File: config.mk
export PLATFORM = sky130hd
export DESIGN_NAME = pwc_top
export DESIGN_NICKNAME = d
export VERILOG_FILES = /design/src/pwc_pkg.sv /design/src/pwc_prescaler.sv /design/src/pwc_modcount.sv /design/src/pwc_top.sv
export SDC_FILE = /design/constraint.sdc
export NUM_CORES = 1
export LEC_CHECK = 0
export ABC_CLOCK_PERIOD_IN_PS = 8700
export BUFFER_PORTS_ARGS = -buffer_cell sky130_fd_sc_hd__buf_2
export CORE_UTILIZATION = 35
export CTS_BUF_LIST = sky130_fd_sc_hd__clkbuf_4
export DETAILED_ROUTE_END_ITERATION = 10
export GPL_TIMING_DRIVEN = 0
export PLACE_DENSITY = 0.57
export SLEW_MARGIN = 40
export SYNTH_ARGS = -nofsm -noshare
export SYNTH_HDL_FRONTEND = slang
export SYNTH_SLANG_ARGS = --single-unit
File: constraint.sdc
create_clock -name sys_clk -period 8.7 [get_ports sys_clk]
set_input_delay 0.435 -clock sys_clk [delete_from_list [all_inputs] [get_ports sys_clk]]
set_output_delay 0.435 -clock sys_clk [all_outputs]
set_load 0.05 [all_outputs]
File: src/pwc_pkg.sv
// Shared constants and types for the periodic wake-up counter.
// Assumes a single 200 MHz system clock and APB register access.
package pwc_pkg;

	localparam logic [31:0] PWC_OFF_SC = 32'h0000_0000;
	localparam logic [31:0] PWC_OFF_CNT = 32'h0000_0004;
	localparam logic [31:0] PWC_OFF_MOD = 32'h0000_0008;

	localparam int PWC_FLAG_BIT = 7;
	localparam int PWC_SRC_HI = 6;
	localparam int PWC_SRC_LO = 5;
	localparam int PWC_IE_BIT = 4;
	localparam int PWC_SEL_HI = 3;
	localparam int PWC_SEL_LO = 0;

	localparam logic [7:0] PWC_COUNT_RST = 8'h00;
	localparam logic [7:0] PWC_MATCH_RST = 8'h00;
	localparam logic [1:0] PWC_SRC_LOW_POWER = 2'h0;
	localparam logic [1:0] PWC_SRC_EXT = 2'h1;
	localparam logic [3:0] PWC_SEL_OFF = 4'h0;
	localparam logic [17:0] PWC_DIV_RST = 18'h00000;
	localparam logic [17:0] PWC_DIV_ONE = 18'h00001;

	typedef struct packed {
		logic [1:0] src;
		logic irq_en;
		logic [3:0] sel;
	} pwc_cfg_t;

	localparam pwc_cfg_t PWC_CFG_RST = '{src: PWC_SRC_LOW_POWER, irq_en: 1'b0, sel: PWC_SEL_OFF};

	// Divide ratios, index 15 first; entry 0 is unused because selection 0 is off.
	localparam logic [15:0][17:0] PWC_DIV_LO = {
		18'h003E8, 18'h001F4, 18'h00064, 18'h00010, 18'h0000A, 18'h00004, 18'h00002, 18'h00001,
		18'h00400, 18'h00200, 18'h00100, 18'h00080, 18'h00040, 18'h00020, 18'h00008, 18'h00001};
	localparam logic [15:0][17:0] PWC_DIV_HI = {
		18'h30D40, 18'h186A0, 18'h0C350, 18'h04E20, 18'h02710, 18'h01388, 18'h007D0, 18'h003E8,
		18'h10000, 18'h08000, 18'h04000, 18'h02000, 18'h01000, 18'h00800, 18'h00400, 18'h00001};

endpackage : pwc_pkg

File: src/pwc_prescaler.sv
// Binary and decimal prescaler driven by the selected source tick.
// Assumes tick is a one-cycle enable synchronous to sys_clk.
`timescale 1ns/100ps
module pwc_prescaler (
	input wire logic sys_clk,
	input wire logic sys_rst,
	input wire logic clear,
	input wire logic tick,
	input wire logic [3:0] sel,
	input wire logic src0,
	output logic period
);
	logic [17:0] div_cnt_ff;
	logic [17:0] div_last;

	always_comb begin
		div_last = (src0 ? pwc_pkg::PWC_DIV_HI[sel] : pwc_pkg::PWC_DIV_LO[sel]) - pwc_pkg::PWC_DIV_ONE;
	end

	assign period = tick && (sel != pwc_pkg::PWC_SEL_OFF) && (div_cnt_ff == div_last);

	always_ff @(posedge sys_clk) begin
		if (sys_rst || clear || (sel == pwc_pkg::PWC_SEL_OFF)) begin
			div_cnt_ff <= pwc_pkg::PWC_DIV_RST;
		end else if (tick) begin
			div_cnt_ff <= period ? pwc_pkg::PWC_DIV_RST : div_cnt_ff + pwc_pkg::PWC_DIV_ONE;
		end
	end

endmodule : pwc_prescaler

File: src/pwc_modcount.sv
// Eight-bit up-counter that wraps to zero on reaching the match value.
// Assumes step is a one-cycle enable from the prescaler.
`timescale 1ns/100ps
module pwc_modcount (
	input wire logic sys_clk,
	input wire logic sys_rst,
	input wire logic clear,
	input wire logic step,
	input wire logic [7:0] match,
	output logic [7:0] count,
	output logic wrap
);
	logic [7:0] count_ff;

	assign wrap = step && (count_ff == match);
	assign count = count_ff;

	always_ff @(posedge sys_clk) begin
		if (sys_rst || clear) begin
			count_ff <= pwc_pkg::PWC_COUNT_RST;
		end else if (wrap) begin
			count_ff <= pwc_pkg::PWC_COUNT_RST;
		end else if (step) begin
			count_ff <= count_ff + 8'h01;
		end
	end

endmodule : pwc_modcount

File: src/pwc_top.sv
// Periodic wake-up counter with its APB register slave.
// Assumes source clocks arrive as one-cycle enables synchronous to sys_clk.
//
// Function
// - Current count is a read-only register; writes to it are ignored.
// - Count clears on reset, match write, or changed source or divider write.
// - Eight-bit match value; on match count returns to zero and flag sets.
// - Match value zero sets the flag on every prescaler period.
// - Match write clears prescaler and count; reset clears match value.
// - After reset: counter zero, match zero, prescaler off, low-power source.
// - Prescaler and counter stay halted while divider selection is zero.
// - Three sources; writing a different source clears prescaler and count.
// - Ratio set by divider selection and source bit 0; change clears both.
// - Divider selection zero turns prescaler off for every source encoding.
// - Match value accepts the full range zero to all ones.
// - Counter steps once per period, wraps to zero, keeps running.
// - Flag sets on the step from match value to zero.
// - Interrupt request while flag is set and interrupt enable is one.
// - Writing one to the flag clears flag and interrupt request.
// - Source code 00 low-power, 01 external, 1x internal reference.
// - Divider codes map to the binary and decimal ratio tables.
// - Status register: flag 7, source 6:5, enable 4, divider 3:0.
// - Debug halt suspends counting; counting resumes from the held value.
//
// Decided for this implementation: the APB interface to the registers and the placing of the registers.
`timescale 1ns/100ps
module pwc_top (
	input wire logic sys_clk,
	input wire logic sys_rst,
	input wire logic psel,
	input wire logic penable,
	input wire logic pwrite,
	input wire logic [31:0] paddr,
	input wire logic [31:0] pwdata,
	output logic [31:0] prdata,
	output logic pready,
	output logic pslverr,
	input wire logic low_power_osc_clock,
	input wire logic external_ref_clock,
	input wire logic internal_ref_clock,
	input wire logic debug_halt,
	output logic period_irq
);
	pwc_pkg::pwc_cfg_t cfg_ff;
	pwc_pkg::pwc_cfg_t nxt_cfg;
	logic [7:0] match_ff;
	logic period_flag_ff;
	logic tick_ff;
	logic [31:0] prdata_ff;
	logic access;
	logic addr_ok;
	logic wr_sc;
	logic wr_cnt;
	logic wr_mod;
	logic cfg_change;
	logic clr;
	logic src_tick;
	logic step_en;
	logic period;
	logic wrap;
	logic [7:0] current_count;
	logic [31:0] rd_mux;

	assign access = psel && penable;
	assign pready = access;
	assign addr_ok = (paddr == pwc_pkg::PWC_OFF_SC) ||
		(paddr == pwc_pkg::PWC_OFF_CNT) ||
		(paddr == pwc_pkg::PWC_OFF_MOD);
	assign pslverr = access && !addr_ok;
	assign prdata = prdata_ff;

	assign wr_sc = access && pwrite && (paddr == pwc_pkg::PWC_OFF_SC);
	assign wr_cnt = access && pwrite && (paddr == pwc_pkg::PWC_OFF_CNT);
	assign wr_mod = access && pwrite && (paddr == pwc_pkg::PWC_OFF_MOD);

	always_comb begin
		nxt_cfg.src = pwdata[pwc_pkg::PWC_SRC_HI:pwc_pkg::PWC_SRC_LO];
		nxt_cfg.irq_en = pwdata[pwc_pkg::PWC_IE_BIT];
		nxt_cfg.sel = pwdata[pwc_pkg::PWC_SEL_HI:pwc_pkg::PWC_SEL_LO];
	end

	// On a status write, only a changed source or divider restarts the chain.
	assign cfg_change = wr_sc && ((nxt_cfg.src != cfg_ff.src) || (nxt_cfg.sel != cfg_ff.sel));
	assign clr = wr_mod || cfg_change;

	always_ff @(posedge sys_clk) begin
		if (sys_rst) begin
			cfg_ff <= pwc_pkg::PWC_CFG_RST;
		end else if (wr_sc) begin
			cfg_ff <= nxt_cfg;
		end
	end

	always_ff @(posedge sys_clk) begin
		if (sys_rst) begin
			match_ff <= pwc_pkg::PWC_MATCH_RST;
		end else if (wr_mod) begin
			match_ff <= pwdata[7:0];
		end
	end

	always_comb begin
		case (cfg_ff.src)
			pwc_pkg::PWC_SRC_LOW_POWER: src_tick = low_power_osc_clock;
			pwc_pkg::PWC_SRC_EXT: src_tick = external_ref_clock;
			default: src_tick = internal_ref_clock;
		endcase
	end

	// The selected tick is retimed once so counting logic sees a clean registered enable.
	always_ff @(posedge sys_clk) begin
		if (sys_rst || clr) begin
			tick_ff <= 1'b0;
		end else begin
			tick_ff <= src_tick;
		end
	end

	assign step_en = tick_ff && !debug_halt;

	pwc_prescaler u_prescaler (
		.sys_clk(sys_clk),
		.sys_rst(sys_rst),
		.clear(clr),
		.tick(step_en),
		.sel(cfg_ff.sel),
		.src0(cfg_ff.src[0]),
		.period(period)
	);

	pwc_modcount u_modcount (
		.sys_clk(sys_clk),
		.sys_rst(sys_rst),
		.clear(clr),
		.step(period),
		.match(match_ff),
		.count(current_count),
		.wrap(wrap)
	);

	// A wrap in the same cycle as a clearing write keeps the flag set.
	always_ff @(posedge sys_clk) begin
		if (sys_rst) begin
			period_flag_ff <= 1'b0;
		end else if (wrap) begin
			period_flag_ff <= 1'b1;
		end else if (wr_sc && pwdata[pwc_pkg::PWC_FLAG_BIT]) begin
			period_flag_ff <= 1'b0;
		end
	end

	assign period_irq = period_flag_ff && cfg_ff.irq_en;

	always_comb begin
		rd_mux = 32'h0000_0000;
		case (paddr)
			pwc_pkg::PWC_OFF_SC: begin
				rd_mux[7:0] = {period_flag_ff, cfg_ff};
			end
			pwc_pkg::PWC_OFF_CNT: begin
				rd_mux[7:0] = current_count;
			end
			pwc_pkg::PWC_OFF_MOD: begin
				rd_mux[7:0] = match_ff;
			end
			default: begin
				rd_mux = 32'h0000_0000;
			end
		endcase
	end

	// Read data is captured in the setup cycle and held through the access phase.
	always_ff @(posedge sys_clk) begin
		if (sys_rst) begin
			prdata_ff <= 32'h0000_0000;
		end else if (psel && !penable && !pwrite) begin
			prdata_ff <= rd_mux;
		end
	end

	reset_state_a: assert property (
		@(posedge sys_clk)
		sys_rst |=> (current_count == 8'h00) && (match_ff == 8'h00) &&
			(cfg_ff.sel == 4'h0) && (cfg_ff.src == 2'h0) && !period_flag_ff
	) else $error("Reset state not reached.");

	count_readonly_a: assert property (
		@(posedge sys_clk) disable iff (sys_rst)
		wr_cnt && !clr && !period |=> $stable(current_count)
	) else $error("Write to count register changed the count.");

	match_write_a: assert property (
		@(posedge sys_clk) disable iff (sys_rst)
		wr_mod |=> (current_count == 8'h00) && (match_ff == $past(pwdata[7:0]))
	) else $error("Match write did not clear the count.");

	cfg_clear_a: assert property (
		@(posedge sys_clk) disable iff (sys_rst)
		cfg_change |=> (current_count == 8'h00) && !tick_ff
	) else $error("Changed source or divider did not clear the count.");

	same_cfg_a: assert property (
		@(posedge sys_clk) disable iff (sys_rst)
		wr_sc && !cfg_change && !period |=> $stable(current_count)
	) else $error("Unchanged divider write disturbed the count.");

	off_hold_a: assert property (
		@(posedge sys_clk) disable iff (sys_rst)
		(cfg_ff.sel == 4'h0) |-> !period ##1 ((cfg_ff.sel != 4'h0) || !period)
	) else $error("Prescaler produced a period while off.");

	step_count_a: assert property (
		@(posedge sys_clk) disable iff (sys_rst)
		period && !clr && (current_count != match_ff) |=>
			current_count == $past(current_count) + 8'h01
	) else $error("Counter did not advance by one.");

	wrap_flag_a: assert property (
		@(posedge sys_clk) disable iff (sys_rst)
		wrap && !clr |=> (current_count == 8'h00) && period_flag_ff
	) else $error("Wrap did not clear the count and set the flag.");

	zero_match_a: assert property (
		@(posedge sys_clk) disable iff (sys_rst)
		(match_ff == 8'h00) && period |=> period_flag_ff
	) else $error("Zero match did not flag on a period.");

	irq_follow_a: assert property (
		@(posedge sys_clk) disable iff (sys_rst)
		wrap |=> (period_irq == cfg_ff.irq_en)
	) else $error("Interrupt request does not follow flag and enable.");

	flag_clear_a: assert property (
		@(posedge sys_clk) disable iff (sys_rst)
		wr_sc && pwdata[7] && !wrap |=> !period_flag_ff && !period_irq
	) else $error("Writing one did not clear the flag.");

	halt_freeze_a: assert property (
		@(posedge sys_clk) disable iff (sys_rst)
		debug_halt && !clr |=> $stable(current_count)
	) else $error("Count moved during debug halt.");

	rd_count_a: assert property (
		@(posedge sys_clk) disable iff (sys_rst)
		psel && !penable && !pwrite && (paddr == pwc_pkg::PWC_OFF_CNT) |=>
			prdata == {24'h00_0000, $past(current_count)}
	) else $error("Count read returned a wrong value.");

	rd_match_a: assert property (
		@(posedge sys_clk) disable iff (sys_rst)
		psel && !penable && !pwrite && (paddr == pwc_pkg::PWC_OFF_MOD) |=>
			prdata == {24'h00_0000, $past(match_ff)}
	) else $error("Match read returned a wrong value.");

	rd_status_a: assert property (
		@(posedge sys_clk) disable iff (sys_rst)
		psel && !penable && !pwrite && (paddr == pwc_pkg::PWC_OFF_SC) |=>
			prdata[7:0] == {$past(period_flag_ff), $past(cfg_ff.src), $past(cfg_ff.irq_en),
			$past(cfg_ff.sel)}
	) else $error("Status read returned a wrong layout.");

	rd_upper_a: assert property (
		@(posedge sys_clk) disable iff (sys_rst)
		psel && !penable && !pwrite |=> prdata[31:8] == 24'h00_0000
	) else $error("Upper read bits are not zero.");

	rd_unmapped_a: assert property (
		@(posedge sys_clk) disable iff (sys_rst)
		psel && !penable && !pwrite && !addr_ok |=> prdata == 32'h0000_0000
	) else $error("Unmapped read returned data.");

	rd_stable_a: assert property (
		@(posedge sys_clk) disable iff (sys_rst)
		!(psel && !penable && !pwrite) |=> $stable(prdata)
	) else $error("Read data changed outside a read setup.");

	cnt_write_err_a: assert property (
		@(posedge sys_clk) disable iff (sys_rst)
		wr_cnt |-> !pslverr
	) else $error("Count write raised an error response.");

	src_write_a: assert property (
		@(posedge sys_clk) disable iff (sys_rst)
		wr_sc |=> cfg_ff.src == $past(pwdata[pwc_pkg::PWC_SRC_HI:pwc_pkg::PWC_SRC_LO])
	) else $error("Source field did not take the written value.");

	sel_write_a: assert property (
		@(posedge sys_clk) disable iff (sys_rst)
		wr_sc |=> cfg_ff.sel == $past(pwdata[pwc_pkg::PWC_SEL_HI:pwc_pkg::PWC_SEL_LO])
	) else $error("Divider field did not take the written value.");

	ie_write_a: assert property (
		@(posedge sys_clk) disable iff (sys_rst)
		wr_sc |=> cfg_ff.irq_en == $past(pwdata[pwc_pkg::PWC_IE_BIT])
	) else $error("Interrupt enable did not take the written value.");

	cfg_hold_a: assert property (
		@(posedge sys_clk) disable iff (sys_rst)
		!wr_sc |=> $stable(cfg_ff)
	) else $error("Configuration changed without a status write.");

	match_hold_a: assert property (
		@(posedge sys_clk) disable iff (sys_rst)
		!wr_mod |=> $stable(match_ff)
	) else $error("Match value changed without a match write.");

	flag_hold_a: assert property (
		@(posedge sys_clk) disable iff (sys_rst)
		period_flag_ff && !(wr_sc && pwdata[pwc_pkg::PWC_FLAG_BIT]) |=> period_flag_ff
	) else $error("Flag dropped without a write of one.");

	flag_rise_a: assert property (
		@(posedge sys_clk) disable iff (sys_rst)
		!period_flag_ff && !wrap |=> !period_flag_ff
	) else $error("Flag set without a wrap.");

	prescale_clear_a: assert property (
		@(posedge sys_clk) disable iff (sys_rst)
		clr |=> u_prescaler.div_cnt_ff == pwc_pkg::PWC_DIV_RST
	) else $error("Clearing write left the prescaler running.");

	off_count_a: assert property (
		@(posedge sys_clk) disable iff (sys_rst)
		(cfg_ff.sel == pwc_pkg::PWC_SEL_OFF) && !clr |=> $stable(current_count)
	) else $error("Count moved while the prescaler was off.");

	halt_prescale_a: assert property (
		@(posedge sys_clk) disable iff (sys_rst)
		debug_halt && !clr |=> $stable(u_prescaler.div_cnt_ff)
	) else $error("Prescaler moved during debug halt.");

	tick_retime_a: assert property (
		@(posedge sys_clk) disable iff (sys_rst)
		!clr |=> tick_ff == $past(src_tick)
	) else $error("Selected source tick was not retimed.");

	idle_count_a: assert property (
		@(posedge sys_clk) disable iff (sys_rst)
		!period && !clr |=> $stable(current_count)
	) else $error("Count moved without a prescaler period.");

	irq_idle_a: assert property (
		@(posedge sys_clk) disable iff (sys_rst)
		!period_flag_ff |-> !period_irq
	) else $error("Interrupt request without the flag.");

endmodule : pwc_top

==> results.py <==
metrics = {
    "clock_network": {
        "ctsResizeCount": 0,
        "cts_buffer_depth": 2,
        "cts_hold_buf": 0,
        "cts_sinks": 78,
        "cts.clk_slew.worst_paths_ns": 0.13,
        "cts_made_buffers": 9,
        "htreeDepth": 3,
        "cts_tree": "done",
        "clk_latency_ns": 0.46,
        "clock-root-buffer": "clkbuf_4",
        "post_cts_buffers": 0,
    },
    "power_and_ir_drop": {
        "p_int_w": 0.000465,
        "powerDensity_nw_per_um2": 117,
        "clkPwrFrac_pct": 34.7,
        "pwr-share-comb_pct": 9.1,
        "swShare_pct": 27.0,
        "switching_power_w": 0.000172,
        "p_seq_share_pct": 56.1,
        "power.leakage_nw": 2.17,
        "peakVddDrop_mv": 0.109,
    },
    "global_route": {
        "grt_pass1_vias": 3978,
        "grt_max_degree": 15,
        "antenna_found_initial": 0,
        "grt-ovfl-total": 0,
        "grt_first_pass_wirelength_um": 20100,
        "track_usage_pct": 18.1,
    },
    "yosys": {
        "yosys_warnings": 0,
        "synth-edff-count": 0,
        "synth_top_area_share_pct": 33.2,
        "synth_top_family_by_area": "simple AND/OR/NAND/NOR gates",
        "postSynth.asyncResetShare_pct": 0,
        "synth.distinct_cells": 62,
        "synth_xor_area_share_pct": 8.75,
        "synth-seq-cells": 78,
        "synthSimpleGateAreaFrac_pct": 27.2,
        "syn_inst": 577,
        "synthAdderAreaFrac_pct": 2.39,
        "ys_seq_area_share_pct": 33.2,
        "synth_most_common_cell": "dfxtp_1",
        "synth-compound-area-share_pct": 13.6,
        "synth_common_cells": "dfxtp_1, nor2_1, nand2_1",
        "synthFlopType": "dfxtp_1",
        "syn_area_per_cell_sq_um": 8.15,
        "synth_top_area_cell": "dfxtp_1",
        "synthTopCellsByArea": "dfxtp_1, mux2i_1, xor2_1, nor2_1, a21oi_1",
        "muxShareOfSynthArea_pct": 7.26,
        "synth_area_sq_um": 4700,
    },
    "timing": {
        "relSlewSlack_pct": 45.9,
        "fin_crit_sh_pct": 47.8,
        "tightest_slew_ns": 0.790,
        "report.final.slew_viol_count": 0,
        "fmax_mhz": 240,
        "worst_slack_ns": 4.54,
        "finClkSkew_ns": 0.0169,
        "setup_viol": 0,
        "min_period_ns": 4.16,
        "rsz0062_at_grt": "no",
        "finalHoldViolations": 0,
        "fin_setup_tns_ns": 0,
    },
    "routing": {
        "firstDrtPassIters": 4,
        "drtIter0Drc": 249,
        "routed_wl_um": 12200,
        "via_per_inst": 5.08,
        "drc_errors": 0,
        "ant_nets": 0,
        "post_drt_wl_per_cell_um": 14.4,
        "dr_total_vias": 4295,
    },
    "die": {
        "core_region_area_sq_um": 12900,
        "ioPinCount": 108,
        "rows": 41,
        "die_area_sq_um": 13900,
        "initial_core_util_pct": 36.5,
        "die_h_um": 118,
        "chipWidth_um": 118,
    },
    "finish": {
        "drive_above_1_share_pct": 18.2,
        "antennaDiodeCount": 0,
        "areaGrowthSynthToFinish_pct": 15.7,
        "layout.nets": 751,
    },
    "critical_path": {
        "critical_path_class": "reg2reg",
        "endpoint_kind": "register",
        "slowest_stage": "or4b_1",
        "worstPathRequired_ns": 9.05,
        "crit_path_max_incr_delay_ns": 0.54,
        "arrival_ns": 4.50,
        "regToRegSetupSlack_ns": 4.54,
        "r2r-start": "cfg_ff[5]",
        "r2r_cells": 16,
        "r2r_end": "u_prescaler.div_cnt_ff[17]",
        "cp_common_cell": "buf_2",
        "path_cells": "buf_2 -> buf_4 -> buf_4 -> inv_1 -> nand2_1 -> ha_1 -> xnor2_1 -> nor4_1 -> o21ai_0 -> or4b_1 -> nor4_2 -> nand4_1 -> buf_2 -> nand2_1 -> buf_2 -> nor2_1",
        "worstPathMaxFanout": 10,
        "startpoint_type": "register",
    },
    "place": {
        "place_congestion": 0.885,
        "hpwlAfterDp_um": 9400,
        "place_ws_ns": 4.56,
        "portBuffers": 58,
    },
    "job": {
        "drv_cap": 0,
    },
    "min_path": {
        "min_to": "cfg_ff[4]",
        "holdPathStages": 3,
        "hp-start": "pwdata[4]",
        "hold_path_class": "in2reg",
    },
    "outcome": {
        "status": "finished clean",
    },
}
## critical path: cells and delay by family (launching register included)
family | cells | cell delay (ns)
adder cells (fa/ha/maj) | 1 | 0.29
AO/OA/AOI/OAI | 1 | 0.17
flip-flops | 1 | 0.32
buffers and inverters | 6 | 1.27
XOR/XNOR | 1 | 0.12
AND/OR/NAND/NOR | 7 | 1.84
## per-stage QoR
stage | hold WS, ns | total power [W] | std cells | utilization [%] | instance area (sq um)
after global placement | 0.439 | 0.000423 | 830 | 41.1 | 5290
after detailed placement | 0.444 | 0.000423 | 830 | 41.1 | 5290
after floorplan | 0.474 | 0.000408 | 600 | - | 4790
final | 0.224 | 0.000637 | 846 | 42.2 | 5440
after CTS | 0.193 | 0.000644 | 846 | 42.2 | 5430
after global routing | 0.189 | 0.000667 | 846 | 42.2 | 5440
## worst max path at each step
stage | from | to | slack, ns | cells past startpoint
after global placement | cfg_ff[5] | u_prescaler.div_cnt_ff[0] | 4.57 | 16
after detailed placement | cfg_ff[5] | u_prescaler.div_cnt_ff[2] | 4.56 | 16
after floorplan | cfg_ff[5] | u_prescaler.div_cnt_ff[0] | 5.42 | 16
final | cfg_ff[5] | u_prescaler.div_cnt_ff[17] | 4.54 | 16
after CTS | cfg_ff[5] | u_prescaler.div_cnt_ff[17] | 4.51 | 16
after global routing | cfg_ff[5] | u_prescaler.div_cnt_ff[2] | 4.19 | 16
## cells by family after synthesis
group                    after synthesis
AO/OA/AOI/OAI                        106
XOR/XNOR                              47
adder cells (fa/ha/maj)                9
buffers and inverters                 63
flip-flops                            78
multiplexers                          34
other                                  1
AND/OR/NAND/NOR                      239
## layout make-up
class	count	area [sq um]
multi-input cells	459	2880
inverters	11	41.3
clock buffers	9	67.6
plain buffers	52	312
clock inverters	7	72.6
repair buffers	58	290
fillers	1287	7440
well taps	172	215
flip-flops and latches	78	1560
## power groups by stage
stage               registers (W)   logic, W  clock network, W
floorplan                0.000365  0.0000423                 0
global placement         0.000365  0.0000572                 0
detailed placement       0.000365  0.0000578                 0
CTS                      0.000357  0.0000579          0.000229
global route             0.000358  0.0000622          0.000247
finish                   0.000357  0.0000582          0.000221
## placed cells by master (no fill, tap or decap), types with 3 or more instances in the layout
cell | synthesis | final
and3_1 | 9 | 9
mux2i_1 | 33 | 33
xnor2_1 | 17 | 17
o21ai_0 | 27 | 27
o211ai_1 | 4 | 4
a21oi_1 | 40 | 40
xor2_1 | 30 | 30
dfxtp_1 | 78 | 78
buf_2 | 9 | 67
o22ai_1 | 4 | 4
a211oi_1 | 4 | 4
nor2_1 | 60 | 60
nor3_1 | 14 | 14
nand3_1 | 21 | 21
or2_2 | 6 | 6
o22a_1 | 3 | 3
nor2b_1 | 5 | 5
or3_1 | 7 | 7
inv_1 | 11 | 11
ha_1 | 9 | 9
nand3b_1 | 5 | 5
and2_1 | 5 | 5
nand2_1 | 52 | 52
nor3b_1 | 5 | 4
nor4_1 | 16 | 16
a31oi_1 | 3 | 3
clkinv_4 | 0 | 3
clkbuf_1 | 14 | 14
buf_4 | 26 | 26
clkbuf_4 | 0 | 9
nand4b_1 | 4 | 4
conb_1 | 1 | 24
nand4_1 | 9 | 9
## layer usage
metal	GRT usage (%)	routed length [um]	up-vias
met5	0	0	-
li1	-	-	2179
met2	28.7	5580	92
met3	4.31	466	13
met4	5.69	152	0
met1	24.0	6010	2011
(Power assumes the default switching activity.)
